--- config.mk ---
export PLATFORM = sky130hd
export DESIGN_NAME = mcrs_core_regs
export DESIGN_NICKNAME = d
export VERILOG_FILES = /design/src/hw/mcrs_pkg.sv /design/src/hw/mcrs_core_regs.sv
export VERILOG_INCLUDE_DIRS = /design/src /design/src/hw
export SDC_FILE = /design/constraint.sdc
export NUM_CORES = 1
export LEC_CHECK = 0
export ABC_CLOCK_PERIOD_IN_PS = 4100
export BUFFER_PORTS_ARGS = -buffer_cell sky130_fd_sc_hd__buf_2
export CORE_MARGIN = 2
export CORE_UTILIZATION = 45
export DETAILED_ROUTE_END_ITERATION = 8
export HOLD_SLACK_MARGIN = 0.02
export PLACE_DENSITY_LB_ADDON = 0.15
export SYNTH_ARGS = -nofsm -noshare
export SYNTH_HDL_FRONTEND = slang
export SYNTH_SLANG_ARGS = --single-unit
--- constraint.sdc ---
create_clock -name ref_clk -period 4.1 [get_ports ref_clk]
set_input_delay 0.41 -clock ref_clk [delete_from_list [all_inputs] [get_ports ref_clk]]
set_output_delay 0.41 -clock ref_clk [all_outputs]
set_load 0.03 [all_outputs]
--- src/hw/mcrs_defs.svh ---
// Purpose: address, bit position and reset constants of the core register set
// Assumes: 8-bit direct address space shared with the core
// Notes: bit addresses of a bit-addressable byte are its base plus the bit number
`ifndef MCRS_DEFS_SVH
`define MCRS_DEFS_SVH

`define MCRS_OFS_STACK_POINTER 8'h81
`define MCRS_OFS_POINTER_LOW 8'h82
`define MCRS_OFS_POINTER_HIGH 8'h83
`define MCRS_OFS_POWER_CONTROL 8'h87
`define MCRS_OFS_CONFIG 8'haf
`define MCRS_OFS_FLAGS 8'hd0
`define MCRS_OFS_WORK 8'he0
`define MCRS_OFS_MATH 8'hf0
`define MCRS_BIT_BASE_MASK 8'hf8

`define MCRS_RST_STACK_POINTER 8'h07
`define MCRS_RST_POINTER 8'h00
`define MCRS_RST_POWER_CONTROL 8'h00
`define MCRS_RST_CONFIG 8'h80
`define MCRS_RST_FLAGS 8'h00
`define MCRS_RST_WORK 8'h00
`define MCRS_RST_MATH 8'h00
`define MCRS_RST_FETCH 16'h0000
`define MCRS_RST_OPCODE 8'h00

`define MCRS_FLAG_CARRY 7
`define MCRS_FLAG_HALF_CARRY 6
`define MCRS_FLAG_USER_ZERO 5
`define MCRS_FLAG_BANK_HI 4
`define MCRS_FLAG_BANK_LO 3
`define MCRS_FLAG_WRAP 2
`define MCRS_FLAG_USER_ONE 1
`define MCRS_FLAG_PARITY 0

`define MCRS_PWR_BAUD_DOUBLE 7
`define MCRS_CFG_UART_CHECK 6
`define MCRS_CFG_SYNC_PORT 5
`define MCRS_CFG_CARRIER_38K 4
`define MCRS_CFG_XDATA_HI 1
`define MCRS_CFG_XDATA_LO 0

`endif

--- src/hw/mcrs_pkg.sv ---
// Purpose: shared types of the core register set
// Assumes: used with mcrs_defs.svh
// Notes: operation codes are driven by the instruction decoder
package mcrs_pkg;
	typedef enum logic [2:0] {
		ALU_NONE = 3'h0,
		ALU_ADD = 3'h1,
		ALU_ADDC = 3'h2,
		ALU_SUBB = 3'h3,
		ALU_MUL = 3'h4,
		ALU_DIV = 3'h5,
		ALU_LOGIC = 3'h6
	} mcrs_alu_op_type;
	typedef logic [7:0] mcrs_byte_type;
endpackage

--- src/hw/mcrs_core_regs.sv ---
// Purpose: programmer-visible core registers, working banks and fetch address
// Assumes: one core clock; core drives one direct-address access per cycle
// Notes: software writes take priority over a result written in the same cycle, except the parity flag, which always follows the work value
`include "mcrs_defs.svh"

module mcrs_core_regs #(
	parameter int BANK_COUNT = 4,
	parameter int BANK_DEPTH = 8
) (
	input wire logic ref_clk,
	input wire logic reset_n,
	input wire logic [7:0] sfrAddr,
	input wire logic sfrWrEn,
	input wire logic [7:0] sfrWrData,
	input wire logic sfrRdEn,
	output logic [7:0] sfrRdData,
	input wire logic [7:0] bitAddr,
	input wire logic bitWrEn,
	input wire logic bitWrVal,
	input wire logic bitRdEn,
	output logic bitRdVal,
	input wire mcrs_pkg::mcrs_alu_op_type aluOp,
	input wire logic aluWorkWrEn,
	input wire logic [7:0] aluWork,
	input wire logic aluMathWrEn,
	input wire logic [7:0] aluMath,
	input wire logic aluCarry,
	input wire logic aluHalfCarry,
	input wire logic aluWrap,
	input wire logic [2:0] bankIdx,
	input wire logic bankWrEn,
	input wire logic [7:0] bankWrData,
	input wire logic bankRdEn,
	output logic [7:0] bankRdData,
	input wire logic [4:0] ramAddr,
	input wire logic ramWrEn,
	input wire logic [7:0] ramWrData,
	input wire logic ramRdEn,
	output logic [7:0] ramRdData,
	input wire logic pushEn,
	input wire logic popEn,
	output logic [7:0] stackAddr,
	output logic stackWrStrobe,
	output logic stackRdStrobe,
	input wire logic instrDone,
	input wire logic [1:0] instrLen,
	input wire logic jumpEn,
	input wire logic [15:0] jumpAddr,
	input wire logic opcodeLoad,
	input wire logic [7:0] opcodeIn,
	output logic [7:0] opcodeHolder,
	output logic [15:0] nextFetchAddress,
	output logic [15:0] dataPointer,
	output logic [7:0] workRegister,
	output logic [7:0] mathOperand,
	output logic [7:0] processorFlags,
	output logic [7:0] stackPointer,
	output logic baudDouble,
	output logic uartCheckEnable,
	output logic syncPortChoice,
	output logic carrier38kEnable,
	output logic xdataRamEnable
);
	localparam int RAM_DEPTH = BANK_COUNT * BANK_DEPTH;

	logic [7:0] work_r, work_nxt;
	logic [7:0] math_r, math_nxt;
	logic [7:0] flags_r, flags_nxt;
	logic [7:0] stack_r, stack_nxt;
	logic [7:0] ptrLow_r, ptrHigh_r;
	logic [7:0] power_r, config_r;
	logic xdata_r;
	logic [15:0] fetch_r;
	logic [7:0] opcode_r;
	logic [7:0] ram_r [RAM_DEPTH];
	logic [4:0] bankAddr;
	logic [7:0] bitBase;
	logic [2:0] bitPos;
	logic [7:0] rdMux;
	logic wrWork, wrMath, wrFlags;
	logic bitWork, bitMath, bitFlags;
	logic arithOp;

	assign bitBase = bitAddr & `MCRS_BIT_BASE_MASK;
	assign bitPos = bitAddr[2:0];
	// only these three bytes answer in bit space
	assign bitWork = bitWrEn && (bitBase == `MCRS_OFS_WORK);
	assign bitMath = bitWrEn && (bitBase == `MCRS_OFS_MATH);
	assign bitFlags = bitWrEn && (bitBase == `MCRS_OFS_FLAGS);
	assign wrWork = sfrWrEn && (sfrAddr == `MCRS_OFS_WORK);
	assign wrMath = sfrWrEn && (sfrAddr == `MCRS_OFS_MATH);
	assign wrFlags = sfrWrEn && (sfrAddr == `MCRS_OFS_FLAGS);
	assign arithOp = (aluOp == mcrs_pkg::ALU_ADD) || (aluOp == mcrs_pkg::ALU_ADDC)
		|| (aluOp == mcrs_pkg::ALU_SUBB) || (aluOp == mcrs_pkg::ALU_MUL)
		|| (aluOp == mcrs_pkg::ALU_DIV);
	// active bank from flag bits 4-3 forms the upper RAM address bits
	assign bankAddr = {flags_r[`MCRS_FLAG_BANK_HI:`MCRS_FLAG_BANK_LO], bankIdx};

	always_comb
	begin
		work_nxt = work_r;
		if (aluWorkWrEn)
			work_nxt = aluWork;
		if (wrWork)
			work_nxt = sfrWrData;
		if (bitWork)
			work_nxt[bitPos] = bitWrVal;
	end

	always_comb
	begin
		math_nxt = math_r;
		if (aluMathWrEn)
			math_nxt = aluMath;
		if (wrMath)
			math_nxt = sfrWrData;
		if (bitMath)
			math_nxt[bitPos] = bitWrVal;
	end

	always_comb
	begin
		flags_nxt = flags_r;
		case (aluOp)
			mcrs_pkg::ALU_ADD, mcrs_pkg::ALU_ADDC:
			begin
				flags_nxt[`MCRS_FLAG_CARRY] = aluCarry;
				flags_nxt[`MCRS_FLAG_HALF_CARRY] = aluHalfCarry;
				flags_nxt[`MCRS_FLAG_WRAP] = aluWrap;
			end
			mcrs_pkg::ALU_SUBB, mcrs_pkg::ALU_MUL, mcrs_pkg::ALU_DIV:
			begin
				flags_nxt[`MCRS_FLAG_CARRY] = aluCarry;
				flags_nxt[`MCRS_FLAG_WRAP] = aluWrap;
			end
			default:
			begin
				flags_nxt = flags_r;
			end
		endcase
		// user flags change only here, never from a result
		if (wrFlags)
			flags_nxt = sfrWrData;
		if (bitFlags)
			flags_nxt[bitPos] = bitWrVal;
		// parity tracks the next work value, so it is never a cycle stale
		flags_nxt[`MCRS_FLAG_PARITY] = ^work_nxt;
	end

	always_ff @(posedge ref_clk or negedge reset_n)
	begin
		if (!reset_n)
		begin
			work_r <= `MCRS_RST_WORK;
			math_r <= `MCRS_RST_MATH;
			flags_r <= `MCRS_RST_FLAGS;
		end
		else
		begin
			work_r <= work_nxt;
			math_r <= math_nxt;
			flags_r <= flags_nxt;
		end
	end

	// byte-only registers; reserved bits are stored as written
	always_ff @(posedge ref_clk or negedge reset_n)
	begin
		if (!reset_n)
		begin
			ptrLow_r <= `MCRS_RST_POINTER;
			ptrHigh_r <= `MCRS_RST_POINTER;
			power_r <= `MCRS_RST_POWER_CONTROL;
			config_r <= `MCRS_RST_CONFIG;
			xdata_r <= 1'b0;
		end
		else if (sfrWrEn)
		begin
			if (sfrAddr == `MCRS_OFS_POINTER_LOW)
				ptrLow_r <= sfrWrData;
			if (sfrAddr == `MCRS_OFS_POINTER_HIGH)
				ptrHigh_r <= sfrWrData;
			if (sfrAddr == `MCRS_OFS_POWER_CONTROL)
				power_r <= sfrWrData;
			if (sfrAddr == `MCRS_OFS_CONFIG)
				config_r <= sfrWrData;
			// enable kept in its own flop so the output carries no gate
			if (sfrAddr == `MCRS_OFS_CONFIG)
				xdata_r <= sfrWrData[`MCRS_CFG_XDATA_HI] | sfrWrData[`MCRS_CFG_XDATA_LO];
		end
	end

	// push bumps first, pop uses the current top; a software write wins
	always_comb
	begin
		stack_nxt = stack_r;
		if (pushEn)
			stack_nxt = stack_r + 8'h01;
		else if (popEn)
			stack_nxt = stack_r - 8'h01;
		if (sfrWrEn && (sfrAddr == `MCRS_OFS_STACK_POINTER))
			stack_nxt = sfrWrData;
	end

	always_ff @(posedge ref_clk or negedge reset_n)
	begin
		if (!reset_n)
		begin
			stack_r <= `MCRS_RST_STACK_POINTER;
			stackAddr <= `MCRS_RST_STACK_POINTER;
			stackWrStrobe <= 1'b0;
			stackRdStrobe <= 1'b0;
		end
		else
		begin
			stack_r <= stack_nxt;
			stackWrStrobe <= pushEn;
			stackRdStrobe <= popEn && !pushEn;
			if (pushEn)
				stackAddr <= stack_r + 8'h01;
			else if (popEn)
				stackAddr <= stack_r;
		end
	end

	// no software path reaches the fetch address or the opcode
	always_ff @(posedge ref_clk or negedge reset_n)
	begin
		if (!reset_n)
			fetch_r <= `MCRS_RST_FETCH;
		else if (jumpEn)
			fetch_r <= jumpAddr;
		else if (instrDone)
			fetch_r <= fetch_r + {14'h0000, instrLen};
	end

	always_ff @(posedge ref_clk or negedge reset_n)
	begin
		if (!reset_n)
			opcode_r <= `MCRS_RST_OPCODE;
		else if (opcodeLoad)
			opcode_r <= opcodeIn;
	end

	// bank port wins over the direct RAM port when both write
	always_ff @(posedge ref_clk)
	begin
		if (bankWrEn)
			ram_r[bankAddr] <= bankWrData;
		else if (ramWrEn)
			ram_r[ramAddr] <= ramWrData;
	end

	always_ff @(posedge ref_clk or negedge reset_n)
	begin
		if (!reset_n)
		begin
			bankRdData <= 8'h00;
			ramRdData <= 8'h00;
		end
		else
		begin
			if (bankRdEn)
				bankRdData <= ram_r[bankAddr];
			if (ramRdEn)
				ramRdData <= ram_r[ramAddr];
		end
	end

	always_comb
	begin
		case (sfrAddr)
			`MCRS_OFS_STACK_POINTER: rdMux = stack_r;
			`MCRS_OFS_POINTER_LOW: rdMux = ptrLow_r;
			`MCRS_OFS_POINTER_HIGH: rdMux = ptrHigh_r;
			`MCRS_OFS_POWER_CONTROL: rdMux = power_r;
			`MCRS_OFS_CONFIG: rdMux = config_r;
			`MCRS_OFS_FLAGS: rdMux = flags_r;
			`MCRS_OFS_WORK: rdMux = work_r;
			`MCRS_OFS_MATH: rdMux = math_r;
			default: rdMux = 8'h00;
		endcase
	end

	always_ff @(posedge ref_clk or negedge reset_n)
	begin
		if (!reset_n)
		begin
			sfrRdData <= 8'h00;
			bitRdVal <= 1'b0;
		end
		else
		begin
			if (sfrRdEn)
				sfrRdData <= rdMux;
			if (bitRdEn)
			begin
				case (bitAddr & `MCRS_BIT_BASE_MASK)
					`MCRS_OFS_WORK: bitRdVal <= work_r[bitAddr[2:0]];
					`MCRS_OFS_MATH: bitRdVal <= math_r[bitAddr[2:0]];
					`MCRS_OFS_FLAGS: bitRdVal <= flags_r[bitAddr[2:0]];
					default: bitRdVal <= 1'b0;
				endcase
			end
		end
	end

	assign workRegister = work_r;
	assign mathOperand = math_r;
	assign processorFlags = flags_r;
	assign stackPointer = stack_r;
	assign dataPointer = {ptrHigh_r, ptrLow_r};
	assign nextFetchAddress = fetch_r;
	assign opcodeHolder = opcode_r;
	assign baudDouble = power_r[`MCRS_PWR_BAUD_DOUBLE];
	assign uartCheckEnable = config_r[`MCRS_CFG_UART_CHECK];
	assign syncPortChoice = config_r[`MCRS_CFG_SYNC_PORT];
	assign carrier38kEnable = config_r[`MCRS_CFG_CARRIER_38K];
	assign xdataRamEnable = xdata_r;

	chk_parity_even: assert property (@(posedge ref_clk) disable iff (!reset_n)
		(^{work_r, flags_r[`MCRS_FLAG_PARITY]}) == 1'b0)
		else $error("parity bit does not make work register parity even");

	chk_carry_result: assert property (@(posedge ref_clk) disable iff (!reset_n)
		arithOp && !wrFlags && !bitFlags |=> flags_r[`MCRS_FLAG_CARRY] == $past(aluCarry))
		else $error("carry not taken from arithmetic result");

	chk_half_carry_hold: assert property (@(posedge ref_clk) disable iff (!reset_n)
		(aluOp != mcrs_pkg::ALU_ADD) && (aluOp != mcrs_pkg::ALU_ADDC) && !wrFlags && !bitFlags
		|=> $stable(flags_r[`MCRS_FLAG_HALF_CARRY]))
		else $error("half carry changed by an operation other than add");

	chk_wrap_result: assert property (@(posedge ref_clk) disable iff (!reset_n)
		arithOp && !wrFlags && !bitFlags |=> flags_r[`MCRS_FLAG_WRAP] == $past(aluWrap))
		else $error("overflow not taken from arithmetic result");

	chk_user_flags_kept: assert property (@(posedge ref_clk) disable iff (!reset_n)
		!wrFlags && !bitFlags |=> $stable({flags_r[`MCRS_FLAG_USER_ZERO],
		flags_r[`MCRS_FLAG_USER_ONE]}))
		else $error("user flag changed without a software write");

	chk_push_order: assert property (@(posedge ref_clk) disable iff (!reset_n)
		pushEn && !(sfrWrEn && sfrAddr == `MCRS_OFS_STACK_POINTER)
		|=> stackWrStrobe && stackAddr == stack_r && stack_r == $past(stack_r) + 8'h01)
		else $error("push did not write at the incremented pointer");

	chk_pop_order: assert property (@(posedge ref_clk) disable iff (!reset_n)
		popEn && !pushEn && !(sfrWrEn && sfrAddr == `MCRS_OFS_STACK_POINTER)
		|=> stackRdStrobe && stackAddr == $past(stack_r) && stack_r == $past(stack_r) - 8'h01)
		else $error("pop did not read the top before decrementing");

	chk_fetch_advance: assert property (@(posedge ref_clk) disable iff (!reset_n)
		instrDone && !jumpEn |=> fetch_r == $past(fetch_r) + {14'h0000, $past(instrLen)})
		else $error("fetch address did not advance by instruction length");

	chk_fetch_jump: assert property (@(posedge ref_clk) disable iff (!reset_n)
		jumpEn ##1 !jumpEn && !instrDone |=> fetch_r == $past(jumpAddr, 2))
		else $error("fetch address lost a jump target");

	chk_pointer_write: assert property (@(posedge ref_clk) disable iff (!reset_n)
		sfrWrEn && sfrAddr == `MCRS_OFS_POINTER_LOW
		|=> dataPointer[7:0] == $past(sfrWrData) && $stable(dataPointer[15:8]))
		else $error("low pointer write disturbed or missed");

	chk_xdata_enable: assert property (@(posedge ref_clk) disable iff (!reset_n)
		xdataRamEnable == (config_r[`MCRS_CFG_XDATA_HI:`MCRS_CFG_XDATA_LO] != 2'b00))
		else $error("extended RAM enable does not follow its field");

	cov_push_pop: cover property (@(posedge ref_clk) disable iff (!reset_n)
		pushEn ##1 popEn);
	cov_jump: cover property (@(posedge ref_clk) disable iff (!reset_n) jumpEn);
	cov_flag_bit_write: cover property (@(posedge ref_clk) disable iff (!reset_n)
		bitFlags && bitPos == 3'h4);
	cov_bank_access: cover property (@(posedge ref_clk) disable iff (!reset_n)
		bankWrEn ##1 bankRdEn);
endmodule

==> load_flow_metrics.sql <==
INSERT INTO impl_metrics (metric_group, metric, value, unit) VALUES
('outcome', 'run_status', 'completed', ''),
('cells_and_area', 'area_delta_synth_final', '16.1', '%'),
('job', 'drv.max_cap_violation_count', '0', ''),
('placed_design', 'post-dp-hpwl', '38100', 'um'),
('timing', 'timing.slew.headroom', '0.172', ''),
('cells_and_area', 'multi_input_combinational_cell_area', '7820', 'um^2'),
('clock_tree', 'tritoncts_num_sinks', '380', ''),
('grt', 'global_routing_usage_summed_across_all_routing_layers', '0.253', ''),
('synthesis', 'synth_fp_nets', '1394', ''),
('worst_setup_path', 'crit_type', 'reg2reg', ''),
('route', 'antenna_left', '0', ''),
('clock_tree', 'cts.repair.resized', '0', ''),
('timing', 'fmax', '409', 'MHz'),
('timing', 'post-route-period-util', '0.597', ''),
('clock_tree', 'post-cts-setup-buffers', '0', ''),
('power_and_ir_drop', 'power.density_cell_area', '455', 'nW/um^2'),
('clock_tree', 'clkTransAtPathRegs', '70', 'ps'),
('worst_setup_path', 'crit_path_slowest_cell', 'nor2_1', ''),
('timing', 'setup_ws', '1650', 'ps'),
('cells_and_area', 'largest_register_ffs', '256', ''),
('worst_setup_path', 'cp_data_arrival_time', '2610', 'ps'),
('placed_design', 'port_buffers', '225', ''),
('synthesis', 'synthDistinctLibCells', '68', ''),
('power_and_ir_drop', 'switching_power', '2840', 'uW'),
('timing', 'maxSlewViolCount', '0', ''),
('synthesis', 'post_synthesis_cell_count', '1273', ''),
('power_and_ir_drop', 'overall_power', '10100', 'uW'),
('power_and_ir_drop', 'vdd_drop_max', '323', 'uV'),
('cells_and_area', 'postLayoutCellArea', '22200', 'um^2'),
('power_and_ir_drop', 'p_leak', '0.00822', 'uW'),
('placed_design', 'pre_cts_slack', '1200', 'ps'),
('power_and_ir_drop', 'power.clock.fraction', '0.376', ''),
('synthesis', 'postSynth.asyncResetShare', '0.326', ''),
('cells_and_area', 'nFillCells', '3506', ''),
('worst_setup_path', 'worstReg2RegStart', 'processorFlags[3]', ''),
('timing', 'report.final.hold_viol_count', '0', ''),
('cells_and_area', 'ff_latch_area', '10800', 'um^2'),
('cells_and_area', 'layout.nets', '1611', ''),
('floorplan', 'fp.dieW', '210', 'um'),
('grt', 'grt_start_max_net_pins', '89', ''),
('synthesis', 'mappedNetlistArea', '19100', 'um^2'),
('worst_setup_path', 'worst_setup_path_end_kind', 'register', ''),
('synthesis', 'synth-edff-count', '256', ''),
('power_and_ir_drop', 'power.share.switching', '0.281', ''),
('worst_setup_path', 'timing.critical_path.slowest_cell_delay', '970', 'ps'),
('grt', 'grt_antenna_before_repair', '2', ''),
('worst_setup_path', 'worstPathCellList', 'o31ai_1 > nand2_1 > nor2_1', ''),
('floorplan', 'start_util', '0.456', ''),
('route', 'via_count', '12664', ''),
('placed_design', 'gp_routability_congestion', '0.900', ''),
('clock_tree', 'largest_buffer_count_on_any_clock_path', '3', ''),
('clock_tree', 'cts-root-buf', 'clkbuf_16', ''),
('clock_tree', 'ctsHoldBuffers', '1', ''),
('synthesis', 'synthDominantAreaCellType', 'edfxtp_1', ''),
('worst_setup_path', 'critical_path.top_delay_family', 'simple AND/OR/NAND/NOR gates', ''),
('grt', 'grt.overflow.total', '0', ''),
('timing', 'setup_viol_count_final', '0', ''),
('route', 'routed_wire_length_per_instance', '27.0', 'um'),
('cells_and_area', 'layout-drive-gt1-share', '0.383', ''),
('floorplan', 'core_region_area', '41900', 'um^2'),
('clock_tree', 'htreeDepth', '2', ''),
('synthesis', 'yosys_register_bits', '380', ''),
('synthesis', 'synth_largest_type_area_fraction', '0.402', ''),
('worst_setup_path', 'critPathLaunchType', 'register', ''),
('worst_setup_path', 'crit_buf_inv', '0', ''),
('route', 'viasPerCell', '6.15', ''),
('placed_design', 'placement.cell_area', '20800', 'um^2'),
('synthesis', 'post_synthesis_sequential_area_ratio', '0.564', ''),
('synthesis', 'postSynthAreaPerCell', '15.0', 'um^2'),
('grt', 'grt_pass1_vias', '12519', ''),
('grt', 'first_pass_grt_wire_length', '81000', 'um');
-- cells in the final DEF, fill, tap and decap left out, types with 20 or more instances in the layout --
master and n:
nor2_1 93, mux4_2 161, buf_4 38, mux2i_1 50, a22oi_1 20, o21ai_0 53
inv_1 24, mux2_2 70, edfxtp_1 256, a21oi_1 30, o22ai_1 22, clkbuf_16 43
buf_2 222, dfrtp_1 117, nand2_1 91
-- cells by family after synthesis --
| family | share of synthesized area |
|---|---|
| XOR/XNOR | 0.0165 |
| multiplexers | 0.260 |
| AO/OA/AOI/OAI | 0.0608 |
| AND/OR/NAND/NOR | 0.0668 |
| buffers and inverters | 0.0270 |
| flip-flops | 0.564 |
| adder cells (fa/ha/maj) | 0.00497 |
-- worst paths after layout --
path | endpoint | slack [ps] | depth (start not counted)
min | bitRdVal | 40 | 2
max in group asynchronous | stackAddr[1] | 2470 | 3
max reg2reg | ram_r[16][5] | 1650 | 3
max | ram_r[16][5] | 1650 | 3
min in group asynchronous | mathOperand[0] | 480 | 2
min reg2reg | stackAddr[0] | 470 | 2
-- per-layer routing --
layer	vias up	global-route usage	routed length, um	share of wire
met5	-	0	0	0
met3	97	0.0618	4600	0.083
met4	0	0.0812	1690	0.030
met2	599	0.406	26400	0.48
li1	5470	-	-	-
met1	6498	0.342	22800	0.41
-- cells in the mapped netlist, types with 20 or more instances --
master	instances
edfxtp_1	256
mux4_2	161
dfrtp_1	117
nor2_1	93
nand2_1	91
mux2_2	70
o21ai_0	53
clkbuf_1	51
mux2i_1	50
a21oi_1	30
inv_1	24
o22ai_1	22
a22oi_1	20
buf_2	20
-- per-stage QoR --
stage | cells | hold slack [ps] | util
3_3_place_gp | 1984 | 443 | 0.496
2_1_floorplan | 1273 | 114 | -
4_1_cts | 2058 | 21.9 | 0.529
3_5_place_dp | 1984 | 450 | 0.496
6_report | 2060 | 44.8 | 0.529
5_1_grt | 2058 | 33.0 | 0.529
-- cell type report --
class                   count  area share
clock buffers              59      0.0539
diodes                      2    0.000225
multi-input cells         778       0.352
repair buffers            264      0.0656
well taps                 539      0.0304
flip-flops and latches    380       0.486
inverters                  24     0.00406
clock inverters            14     0.00777
-- power by group through the flow --
stage,Sequential (uW),Clock (uW),Combinational [uW]
5_1_grt,4640,4010,1820
4_1_cts,4610,3860,1710
3_3_place_gp,4680,0,1690
6_report,4620,3800,1700
3_5_place_dp,4690,0,1700
2_1_floorplan,4890,0,867
(Power assumes the default switching activity.)
